`src/logic/cfs_pkg.sv`:
```
package cfs_pkg;

    // ---------------------------------------------------------------
    // register map (byte offsets from the card base)
    // ---------------------------------------------------------------
    localparam logic [15:0] CFS_CONTROL_OFS = 16'h0070;
    localparam logic [15:0] CFS_DATA_OFS = 16'h0074;

    // ---------------------------------------------------------------
    // control register fields
    // ---------------------------------------------------------------
    localparam int CFS_CS_BIT = 0;
    localparam int CFS_BUSY_BIT = 1;
    localparam int CFS_VALID_BIT = 2;
    localparam logic CFS_CS_RESET = 1'b1;
    localparam logic CFS_VALID_RESET = 1'b0;
    localparam logic [7:0] CFS_DATA_RESET = 8'h00;
    localparam logic [31:0] CFS_RDATA_RESET = 32'h00000000;

    // ---------------------------------------------------------------
    // shift timing
    // ---------------------------------------------------------------
    localparam int CFS_BUS_CLOCK_HZ = 10000000;
    localparam int CFS_SCK_DIV = 3;
    localparam int CFS_SCK_HZ = CFS_BUS_CLOCK_HZ / CFS_SCK_DIV;
    localparam logic [1:0] CFS_PHASE_FIRST = 2'h0;
    localparam logic [1:0] CFS_PHASE_RISE = 2'h1;
    localparam logic [1:0] CFS_PHASE_LAST = 2'(CFS_SCK_DIV - 1);
    localparam logic [2:0] CFS_BIT_FIRST = 3'h0;
    localparam logic [2:0] CFS_BIT_LAST = 3'h7;
    localparam int CFS_BYTE_CYCLES = 8 * CFS_SCK_DIV;

    typedef enum logic {
        CFS_IDLE,
        CFS_SHIFT
    } cfs_state_t;

    // serial pins toward the flash
    typedef struct packed {
        logic sck;
        logic mosi;
        logic csN;
    } cfs_pins_t;

    // register-side request
    typedef struct packed {
        logic [15:0] addr;
        logic write;
        logic read;
        logic [31:0] wdata;
    } cfs_req_t;

endpackage

```
`src/logic/cfs_byte_port.sv`:
```
module cfs_byte_port
    import cfs_pkg::*;
(
    // clock and reset
    input wire logic clock,
    input wire logic nrst,
    // register port
    input wire cfs_req_t req,
    output logic [31:0] regRdata,
    // flash pins
    output cfs_pins_t pins,
    input wire logic flashMiso
);

    // ---------------------------------------------------------------
    // input sampling
    // ---------------------------------------------------------------
    logic misoSync;

    cfs_sync u_miso_sync (
        .clock(clock),
        .nrst(nrst),
        .asyncIn(flashMiso),
        .syncOut(misoSync)
    );

    // ---------------------------------------------------------------
    // state
    // ---------------------------------------------------------------
    cfs_state_t state_ff;
    cfs_state_t nxt_state;
    logic [1:0] phase_ff;
    logic [1:0] nxt_phase;
    logic [2:0] bitCnt_ff;
    logic [2:0] nxt_bitCnt;
    logic [7:0] shift_ff;
    logic [7:0] nxt_shift;
    logic byteValid_ff;
    logic nxt_byteValid;
    logic cs_ff;
    logic nxt_cs;
    logic sck_ff;
    logic nxt_sck;
    logic mosi_ff;
    logic nxt_mosi;
    logic [31:0] rdata_ff;
    logic [31:0] nxt_rdata;

    logic busy;
    logic dataWrite;
    logic ctrlWrite;
    logic startXfer;
    logic lastPhase;

    assign busy = (state_ff == CFS_SHIFT);
    assign dataWrite = req.write && (req.addr == CFS_DATA_OFS);
    assign ctrlWrite = req.write && (req.addr == CFS_CONTROL_OFS);
    // writes during a byte are dropped so the shifter cannot be torn
    assign startXfer = dataWrite && !busy;
    assign lastPhase = (phase_ff == CFS_PHASE_LAST);

    // ---------------------------------------------------------------
    // shifter
    // ---------------------------------------------------------------
    always_comb begin
        nxt_state = state_ff;
        nxt_phase = phase_ff;
        nxt_bitCnt = bitCnt_ff;
        nxt_shift = shift_ff;
        nxt_byteValid = byteValid_ff;
        nxt_sck = sck_ff;
        nxt_mosi = mosi_ff;
        unique case (state_ff)
            CFS_IDLE: begin
                nxt_sck = 1'b0;
                if (startXfer) begin
                    nxt_state = CFS_SHIFT;
                    nxt_shift = req.wdata[7:0];
                    nxt_mosi = req.wdata[7];
                    nxt_byteValid = 1'b0;
                    nxt_phase = CFS_PHASE_FIRST;
                    nxt_bitCnt = CFS_BIT_FIRST;
                end
            end
            CFS_SHIFT: begin
                // low one cycle, high two: mode 0, flash samples on rise
                if (phase_ff == CFS_PHASE_FIRST) begin
                    nxt_sck = 1'b1;
                end
                if (lastPhase) begin
                    // late sample hides the two-stage input delay
                    nxt_shift = {shift_ff[6:0], misoSync};
                    nxt_mosi = shift_ff[6];
                    nxt_sck = 1'b0;
                    nxt_phase = CFS_PHASE_FIRST;
                    nxt_bitCnt = bitCnt_ff + 3'h1;
                    if (bitCnt_ff == CFS_BIT_LAST) begin
                        nxt_state = CFS_IDLE;
                        nxt_byteValid = 1'b1;
                    end
                end else begin
                    nxt_phase = phase_ff + 2'h1;
                end
            end
        endcase
    end

    always_ff @(posedge clock or negedge nrst) begin
        if (!nrst) begin
            state_ff <= CFS_IDLE;
            phase_ff <= CFS_PHASE_FIRST;
            bitCnt_ff <= CFS_BIT_FIRST;
            shift_ff <= CFS_DATA_RESET;
            byteValid_ff <= CFS_VALID_RESET;
            sck_ff <= 1'b0;
            mosi_ff <= 1'b0;
        end else begin
            state_ff <= nxt_state;
            phase_ff <= nxt_phase;
            bitCnt_ff <= nxt_bitCnt;
            shift_ff <= nxt_shift;
            byteValid_ff <= nxt_byteValid;
            sck_ff <= nxt_sck;
            mosi_ff <= nxt_mosi;
        end
    end

    // ---------------------------------------------------------------
    // registers
    // ---------------------------------------------------------------
    always_comb begin
        nxt_cs = cs_ff;
        nxt_rdata = rdata_ff;
        if (ctrlWrite) begin
            nxt_cs = req.wdata[CFS_CS_BIT];
        end
        if (req.read) begin
            nxt_rdata = CFS_RDATA_RESET;
            if (req.addr == CFS_DATA_OFS) begin
                nxt_rdata[7:0] = shift_ff;
            end else if (req.addr == CFS_CONTROL_OFS) begin
                nxt_rdata[CFS_CS_BIT] = cs_ff;
                nxt_rdata[CFS_BUSY_BIT] = busy;
                nxt_rdata[CFS_VALID_BIT] = byteValid_ff;
            end
        end
    end

    always_ff @(posedge clock or negedge nrst) begin
        if (!nrst) begin
            cs_ff <= CFS_CS_RESET;
            rdata_ff <= CFS_RDATA_RESET;
        end else begin
            cs_ff <= nxt_cs;
            rdata_ff <= nxt_rdata;
        end
    end

    assign regRdata = rdata_ff;
    // one driver for the whole struct: members are not separate variables
    assign pins = '{sck: sck_ff, mosi: mosi_ff, csN: cs_ff};

    // ---------------------------------------------------------------
    // assertions
    // ---------------------------------------------------------------
    a_write_clears_valid: assert property (@(posedge clock)
        disable iff (!nrst) startXfer |=> !byteValid_ff && busy)
        else $error("data write did not clear valid and start");

    a_busy_length: assert property (@(posedge clock)
        disable iff (!nrst) startXfer |=> busy ##23 busy ##1 !busy)
        else $error("busy window is not 24 cycles");

    a_valid_on_done: assert property (@(posedge clock)
        disable iff (!nrst) $fell(busy) |-> byteValid_ff)
        else $error("valid not set at end of byte");

    // polling software relies on valid standing until the next byte
    a_valid_holds: assert property (@(posedge clock)
        disable iff (!nrst) byteValid_ff && !startXfer |=> byteValid_ff)
        else $error("valid dropped without a data write");

    a_sck_shape: assert property (@(posedge clock)
        disable iff (!nrst) $rose(pins.sck) |=> pins.sck ##1 !pins.sck)
        else $error("serial clock high time wrong");

    a_sck_idle_low: assert property (@(posedge clock)
        disable iff (!nrst) !busy |-> !pins.sck)
        else $error("serial clock active while idle");

    a_mosi_stable: assert property (@(posedge clock)
        disable iff (!nrst) pins.sck |-> $stable(pins.mosi))
        else $error("mosi moved while clock high");

    a_cs_follows: assert property (@(posedge clock)
        disable iff (!nrst)
        ctrlWrite |=> pins.csN == $past(req.wdata[CFS_CS_BIT]))
        else $error("chip select did not follow write");

    a_data_read: assert property (@(posedge clock)
        disable iff (!nrst) (req.read && req.addr == CFS_DATA_OFS)
        |=> regRdata == {24'h000000, $past(shift_ff)})
        else $error("data read returned wrong byte");

    a_ctrl_read: assert property (@(posedge clock)
        disable iff (!nrst) (req.read && req.addr == CFS_CONTROL_OFS)
        |=> regRdata[31:3] == 29'h00000000
        && regRdata[CFS_BUSY_BIT] == $past(busy))
        else $error("control read wrong");

endmodule

```
`src/logic/cfs_sync.sv`:
```
module cfs_sync
(
    // clock and reset
    input wire logic clock,
    input wire logic nrst,
    // level in and out
    input wire logic asyncIn,
    output logic syncOut
);

    logic stage1_ff;
    logic stage2_ff;
    logic nxt_stage1;
    logic nxt_stage2;

    always_comb begin
        nxt_stage1 = asyncIn;
        nxt_stage2 = stage1_ff;
    end

    always_ff @(posedge clock or negedge nrst) begin
        if (!nrst) begin
            stage1_ff <= 1'b0;
            stage2_ff <= 1'b0;
        end else begin
            stage1_ff <= nxt_stage1;
            stage2_ff <= nxt_stage2;
        end
    end

    assign syncOut = stage2_ff;

endmodule

```
`config.mk`:
```
export PLATFORM = sky130hd
export DESIGN_NAME = cfs_byte_port
export DESIGN_NICKNAME = d
export VERILOG_FILES = /design/src/logic/cfs_pkg.sv /design/src/logic/cfs_byte_port.sv /design/src/logic/cfs_sync.sv
export SDC_FILE = /design/constraint.sdc
export NUM_CORES = 1
export LEC_CHECK = 0
export ABC_CLOCK_PERIOD_IN_PS = 1500
export BUFFER_PORTS_ARGS = -buffer_cell sky130_fd_sc_hd__buf_2
export CAP_MARGIN = 20
export CORE_MARGIN = 5
export CORE_UTILIZATION = 45
export DETAILED_ROUTE_END_ITERATION = 16
export HOLD_SLACK_MARGIN = 0.02
export PLACE_DENSITY_LB_ADDON = 0.1
export SLEW_MARGIN = 20
export SYNTH_ARGS = -nofsm -noshare
export SYNTH_HDL_FRONTEND = slang
export SYNTH_SLANG_ARGS = --single-unit
```
`constraint.sdc`:
```
create_clock -name clock -period 1.5 [get_ports clock]
set_input_delay 0.15 -clock clock [delete_from_list [all_inputs] [get_ports clock]]
set_output_delay 0.15 -clock clock [all_outputs]
set_load 0.1 [all_outputs]
```
==> results.cfg, run 1 <==
[setup_path]
crit_path_start_kind = register
crit_type = reg2reg
reg2reg_to = bitCnt_ff[2]$_DFFE_PN0P_
cp_max_fo = 3
crit_start = bitCnt_ff[0]$_DFFE_PN0P_
end_kind = register
required_ns = 1.66
endpoint = bitCnt_ff[2]$_DFFE_PN0P_
cpPeakStageDelay_ns = 0.42
crit_slowest_cell = dfrtp_1
crit_path_frequent_cell = ha_1
crit_chain = ha_1, ha_1, mux2_2, nand2_1, o21ai_0
critPathArrivalTime_ns = 1.57
ff2ff_path_depth = 5
ff2ff_setup_slack_ns = 0.09
r2r_start = bitCnt_ff[0]$_DFFE_PN0P_

[timing]
hold_violations = 0
setup_viol = 0
layout_min_cycle_time_ns = 1.41
final.setup.tns_ns = 0
fin_worst_skew_ns = 0.00952
rsz0062_at_grt = false
drv_slew = 0
whs_ns = 0.130
worst_pin_slew_ns = 0.616
finalCritPeriodShare = 0.938
fmax_mhz = 711
slew_headroom = 0.590

[final_layout]
antenna-diode-count = 0
area_delta_synth_final_pct = 13.1
fin_nets = 261
drive_gt1_frac = 0.327

[clock_tree]
tritoncts = built
clock_path_buffers = 2
cts_root_buffer = clkbuf_8
cts_sinks = 27
clkTransAtPathRegs_ns = 0.10
clk_latency_ns = 0.27
cts_buffers = 3
htree_num_levels = 1
postCtsSetupRepairBufs = 0

[floorplan]
die_x_um = 70.4
die-area_mm2 = 0.00495
coreArea_mm2 = 0.00361
initial_utilization = 0.455
top_level_ports = 88
core.rowCount = 22
die_y_um = 70.4

[pwr]
power.switching_uw = 558
internal-power_uw = 966
p_leak_uw = 0.000900
power_per_cell_area_mw_per_mm2 = 822
p_sw_frac = 0.366
pwr-share-clk = 0.277
p_seq_frac = 0.485
ir_drop_uv = 342
combinationalPowerShare = 0.238

[placed_design]
gp_congestion = 0.782
io_buffers = 39
hpwl_um = 2640

[synth]
netlist.area_leader.share = 0.397
avgSynthCellArea_um2 = 9.93
synthArstFlopShare = 1.00
yosys_warnings = 0
synth_cell_types = 34
synth-edff-count = 0
yosys-top-cells-area = dfrtp_1 40%, buf_4 13%, o21ai_0 7.3%
ys_ff_latch = 27
ys_dominant_reg_cell = dfrtp_1
syn_area_mm2 = 0.00164
yosysSeqAreaShare = 0.413
yosysTopAreaCell = dfrtp_1
syn_inst = 165

[global_route]
grt.met3_usage = 0.0317
grt_first_pass_wirelength_um = 5960
grtUsageMet1 = 0.185
use_met2 = 0.247
antenna_found_initial = 0
grt_max_degree = 28
grt_pass1_vias = 1307
grt.busiest_layer = met2
grt-ovfl-total = 0
gr-usage-all-layers = 0.147

[worst_hold_path]
min_path_type = in2reg

[drt]
wirelength_um = 3500
vias_per_cell = 4.94
wl_per_cell_um = 13.8
drcViolationCount = 0
via_count = 1250
ant_nets = 0
drt_iter0_drc = 45
dr.pass1.iters = 4

[outcome]
status = complete, no violations

[run]
maxCapViolations = 0
## sequential cells by signal, summed over array words and instances, names as in the netlist
name,flops
regRdata,8
busy,1
u_miso_sync.nxt_stage2,1
sck_ff,1
phase_ff,2
byteValid_ff,1
bitCnt_ff,3
shift_ff,8
u_miso_sync.syncOut,1
cs_ff,1
## worst max-delay path, delay by kind of cell (launching register included)
kind                       cells  cell delay, ns
AOI/OAI and AO/OA              1            0.08
adders and majority gates      2            0.48
DFF                            1            0.42
muxes                          1            0.26
and+or+nand+nor                1            0.06
## kinds of logic (layout without fill, tap and decap cells)
family / Yosys count / count (layout) / synth area share
AND/OR/NAND/NOR: 32 / 32 / 0.137
other: 1 / 24 / 0.00229
adder cells (fa/ha/maj): 2 / 2 / 0.0153
multiplexers: 13 / 13 / 0.0863
buffers and inverters: 45 / 62 / 0.178
XOR/XNOR: 1 / 1 / 0.00534
AO/OA/AOI/OAI: 44 / 44 / 0.163
flip-flops: 27 / 27 / 0.413
## cells in the mapped netlist (2+ instances only)
library cell and number:
buf_4 28, dfrtp_1 26, o21ai_0 24, inv_1 9, nand3_1 9, nand2_1 8, a22oi_1 7, a31oi_1 7
mux2i_1 7, mux2_2 5, clkbuf_1 4, nor2b_1 3, and4_4 2, and4bb_2 2, buf_6 2, ha_1 2
nand2b_1 2, nor4_4 2
## per-stage QoR
step | util | instance area [um^2] | worst slack (ns) | power [uW] | instances
after global routing | 0.514 | 1850 | 0.0400 | 1580 | 253
after CTS | 0.514 | 1850 | 0.0553 | 1530 | 253
after global placement | 0.494 | 1780 | 0.141 | 1110 | 247
after detailed placement | 0.494 | 1780 | 0.0797 | 1110 | 247
after floorplan | - | 1730 | 0.171 | 1090 | 188
final | 0.514 | 1850 | 0.0934 | 1520 | 253
## metal layers
layer  routed length (um)  part of all wire
met3                  240             0.069
met5                    0                 0
met2                 1720              0.49
met1                 1500              0.43
met4                   45             0.013
## worst min path at each step
| stage | from | end | slack, ns | cells past startpoint |
|---|---|---|---|---|
| floorplan | nrst | bitCnt_ff[0]$_DFFE_PN0P_ | -0.15 | 0 |
| global placement | nrst | phase_ff[0]$_DFFE_PN0P_ | 0.19 | 1 |
| detailed placement | nrst | phase_ff[1]$_DFFE_PN0P_ | 0.20 | 1 |
| CTS | req[0] | cs_ff$_DFFE_PN1P_ | 0.13 | 2 |
| global route | req[0] | cs_ff$_DFFE_PN1P_ | 0.14 | 2 |
| finish | req[0] | cs_ff$_DFFE_PN1P_ | 0.13 | 2 |
## repair_timing
action,CTS,global route
gates resized for setup,0,1
setup endpoints to repair,0,5
hold buffers,2,0
hold endpoints to repair,27,0
## placed cells by master, fill, tap and decap left out
| master | synthesis | routed |
|---|---|---|
| o2bb2ai_1 | 1 | 1 |
| buf_4 | 28 | 8 |
| and4_4 | 2 | 2 |
| nand4_1 | 1 | 1 |
| xor2_1 | 1 | 1 |
| dlygate4sd3_1 | 0 | 2 |
| nor2_1 | 1 | 1 |
| clkbuf_8 | 0 | 3 |
| inv_1 | 9 | 9 |
| nor3b_1 | 1 | 1 |
| and4bb_2 | 2 | 2 |
| mux2_4 | 1 | 1 |
| nor4_4 | 2 | 2 |
| a21boi_0 | 1 | 1 |
| a22o_1 | 1 | 1 |
| dfstp_2 | 1 | 1 |
| o31ai_2 | 1 | 1 |
| conb_1 | 1 | 24 |
| nand3_1 | 9 | 9 |
| buf_2 | 1 | 39 |
| mux2_2 | 5 | 5 |
| o21ai_0 | 24 | 24 |
| nand2b_1 | 2 | 2 |
| nor2b_1 | 3 | 2 |
| a31oi_1 | 7 | 7 |
| ha_1 | 2 | 2 |
| nor2b_2 | 0 | 1 |
| nand2_1 | 8 | 8 |
| mux2i_1 | 7 | 7 |
| nand3b_2 | 1 | 1 |
| clkinvlp_4 | 0 | 1 |
| dfrtp_1 | 26 | 26 |
| a21oi_1 | 1 | 1 |
| o211ai_1 | 1 | 1 |
| a22oi_1 | 7 | 7 |
## final cells by class
cell class | instances | area (um^2)
Clock buffer | 3 | 41.3
Clock inverter | 1 | 7.51
Fill cell | 339 | 1750
Inverter | 9 | 33.8
Multi-Input combinational cell | 116 | 759
Sequential cell | 27 | 677
Tap cell | 48 | 60.1
Timing Repair Buffer | 49 | 275
## power by group through the flow
stage | clock network [uW] | registers, uW | logic, uW
2_1_floorplan | 0 | 751 | 343
3_3_place_gp | 0 | 752 | 355
3_5_place_dp | 0 | 753 | 358
4_1_cts | 433 | 738 | 362
5_1_grt | 459 | 740 | 379
6_report | 423 | 739 | 362
Power figures use the tool's default switching activity.
==> run 2, diff against run 1 <==
Settings changed: CORE_UTILIZATION 45 to 46, CTS_BUF_LIST set to sky130_fd_sc_hd__clkbuf_8.
==> results.cfg, run 2 (same netlist as run 1, synthesis figures left out) <==
[outcome]
status = complete, no violations

[setup_path]
r2r_start = bitCnt_ff[0]$_DFFE_PN0P_
end_kind = output pin
cpPeakStageDelay_ns = 0.56
reg2reg_to = bitCnt_ff[2]$_DFFE_PN0P_
ff2ff_setup_slack_ns = 0.12
cp_num_buf_inv = 1
cp_max_fo = 3
crit_slowest_cell = dfstp_2
crit_path_start_kind = register
crit_family = flip-flops
crit_chain = buf_2
critPathArrivalTime_ns = 1.26
ff2ff_path_depth = 5
crit_type = reg2out
required_ns = 1.35

[timing]
setup_slack_ns = 0.0903
whs_ns = 0.127
setup_viol = 0
drv_slew = 0
layout_min_cycle_time_ns = 1.41
worst_pin_slew_ns = 0.610
rsz0062_at_grt = false
hold_violations = 0
finalCritPeriodShare = 0.940
final.setup.tns_ns = 0
fmax_mhz = 709
slew_headroom = 0.593
fin_worst_skew_ns = 0.00611

[floorplan]
top_level_ports = 88
initial_utilization = 0.484
die_x_um = 69.7
coreArea_mm2 = 0.00339
die-area_mm2 = 0.00486
core.rowCount = 21
die_y_um = 69.7

[clock_tree]
clk_latency_ns = 0.27
cts_sinks = 27
htree_num_levels = 1
tritoncts = built
clock_path_buffers = 2
cts_root_buffer = clkbuf_8
cts_buffers = 3
clkTransAtPathRegs_ns = 0.10
cts_resized = 0

[drt]
via_count = 1253
wl_per_cell_um = 13.6
drcViolationCount = 0
ant_nets = 0
wirelength_um = 3400
vias_per_cell = 5.01
dr.pass1.iters = 4
drt_iter0_drc = 47

[pwr]
ir_drop_uv = 390
power_per_cell_area_mw_per_mm2 = 828
p_leak_uw = 0.000894

[final_layout]
final_area_mm2 = 0.00184
antenna-diode-count = 0
final_common_cell = buf_2
area_delta_synth_final_pct = 12.4
layout_common_cells = 39 x buf_2, 26 x dfrtp_1, 24 x o21ai_0, 24 x conb_1
drive_gt1_frac = 0.319
fin_nets = 260
fin_cells = 250
nFillCells = 328

[global_route]
gr-usage-all-layers = 0.143
grt_pass1_vias = 1312
grt_max_degree = 28
grt-ovfl-total = 0
antenna_found_initial = 0
grt_first_pass_wirelength_um = 5720

[worst_hold_path]
min_to = cs_ff$_DFFE_PN1P_
hp-start = req[0]
min_path_type = in2reg
whs_path_depth = 2

[placed_design]
gp_congestion = 0.776
post-place-ws_ns = 0.122
dpl_cell_area_mm2 = 0.00177
hpwl_um = 2630
dp.cells = 244
io_buffers = 39

[run]
maxCapViolations = 0
-- run 2: cell count changes in the layout (fill, tap and decap cells not counted) --
| cell | before | now |
|---|---|---|
| buf_4 | 8 | 7 |
| nor2b_2 | 1 | 0 |
| nor2b_1 | 2 | 3 |
-- run 2: worst max path at each step --
stage	from	to	slack, ns	cells after the start
after floorplan	bitCnt_ff[0]$_DFFE_PN0P_	bitCnt_ff[2]$_DFFE_PN0P_	0.17	5
after global placement	bitCnt_ff[0]$_DFFE_PN0P_	bitCnt_ff[2]$_DFFE_PN0P_	0.16	5
after detailed placement	bitCnt_ff[0]$_DFFE_PN0P_	bitCnt_ff[2]$_DFFE_PN0P_	0.12	5
after CTS	cs_ff$_DFFE_PN1P_	pins[0]	0.08	1
after global routing	bitCnt_ff[0]$_DFFE_PN0P_	bitCnt_ff[2]$_DFFE_PN0P_	0.03	5
final	cs_ff$_DFFE_PN1P_	pins[0]	0.09	1
-- run 2: what timing repair did --
| item | 4_1_cts | 5_1_grt |
|---|---|---|
| hold endpoints to repair | 27 | 0 |
| buffers inserted | 0 | 0 |
| hold buffers | 2 | 0 |
-- run 2: metal layers --
| metal | GRT usage | wire (um) | vias to the layer above |
|---|---|---|---|
| li1 | - | - | 608 |
| met1 | 0.159 | 1470 | 590 |
| met2 | 0.265 | 1650 | 53 |
| met3 | 0.0203 | 243 | 2 |
| met4 | 0.0681 | 34 | 0 |
| met5 | 0 | 0 | - |
-- run 2: layout make-up --
type / instances / area [um^2] / area share
clock buffers: 3 / 41.3 / 0.0224
clock inverters: 1 / 7.51 / 0.00408
inverters: 9 / 33.8 / 0.0183
multi-input cells: 116 / 757 / 0.411
flip-flops and latches: 27 / 677 / 0.368
well taps: 46 / 57.6 / 0.0312
repair buffers: 48 / 268 / 0.145
-- run 2: through the flow --
stage          power (uW)   util
3_5_place_dp         1110  0.523
5_1_grt              1590  0.543
2_1_floorplan        1090      -
4_1_cts              1540  0.543
3_3_place_gp         1110  0.523
6_report             1520  0.543
-- run 2: report_power, final --
| group | internal, uW | total, uW | switching [uW] |
|---|---|---|---|
| Combinational | 43.6 | 361 | 318 |
| Clock | 189 | 426 | 237 |
| Sequential | 734 | 738 | 4.29 |
| Total | 966 | 1520 | 559 |
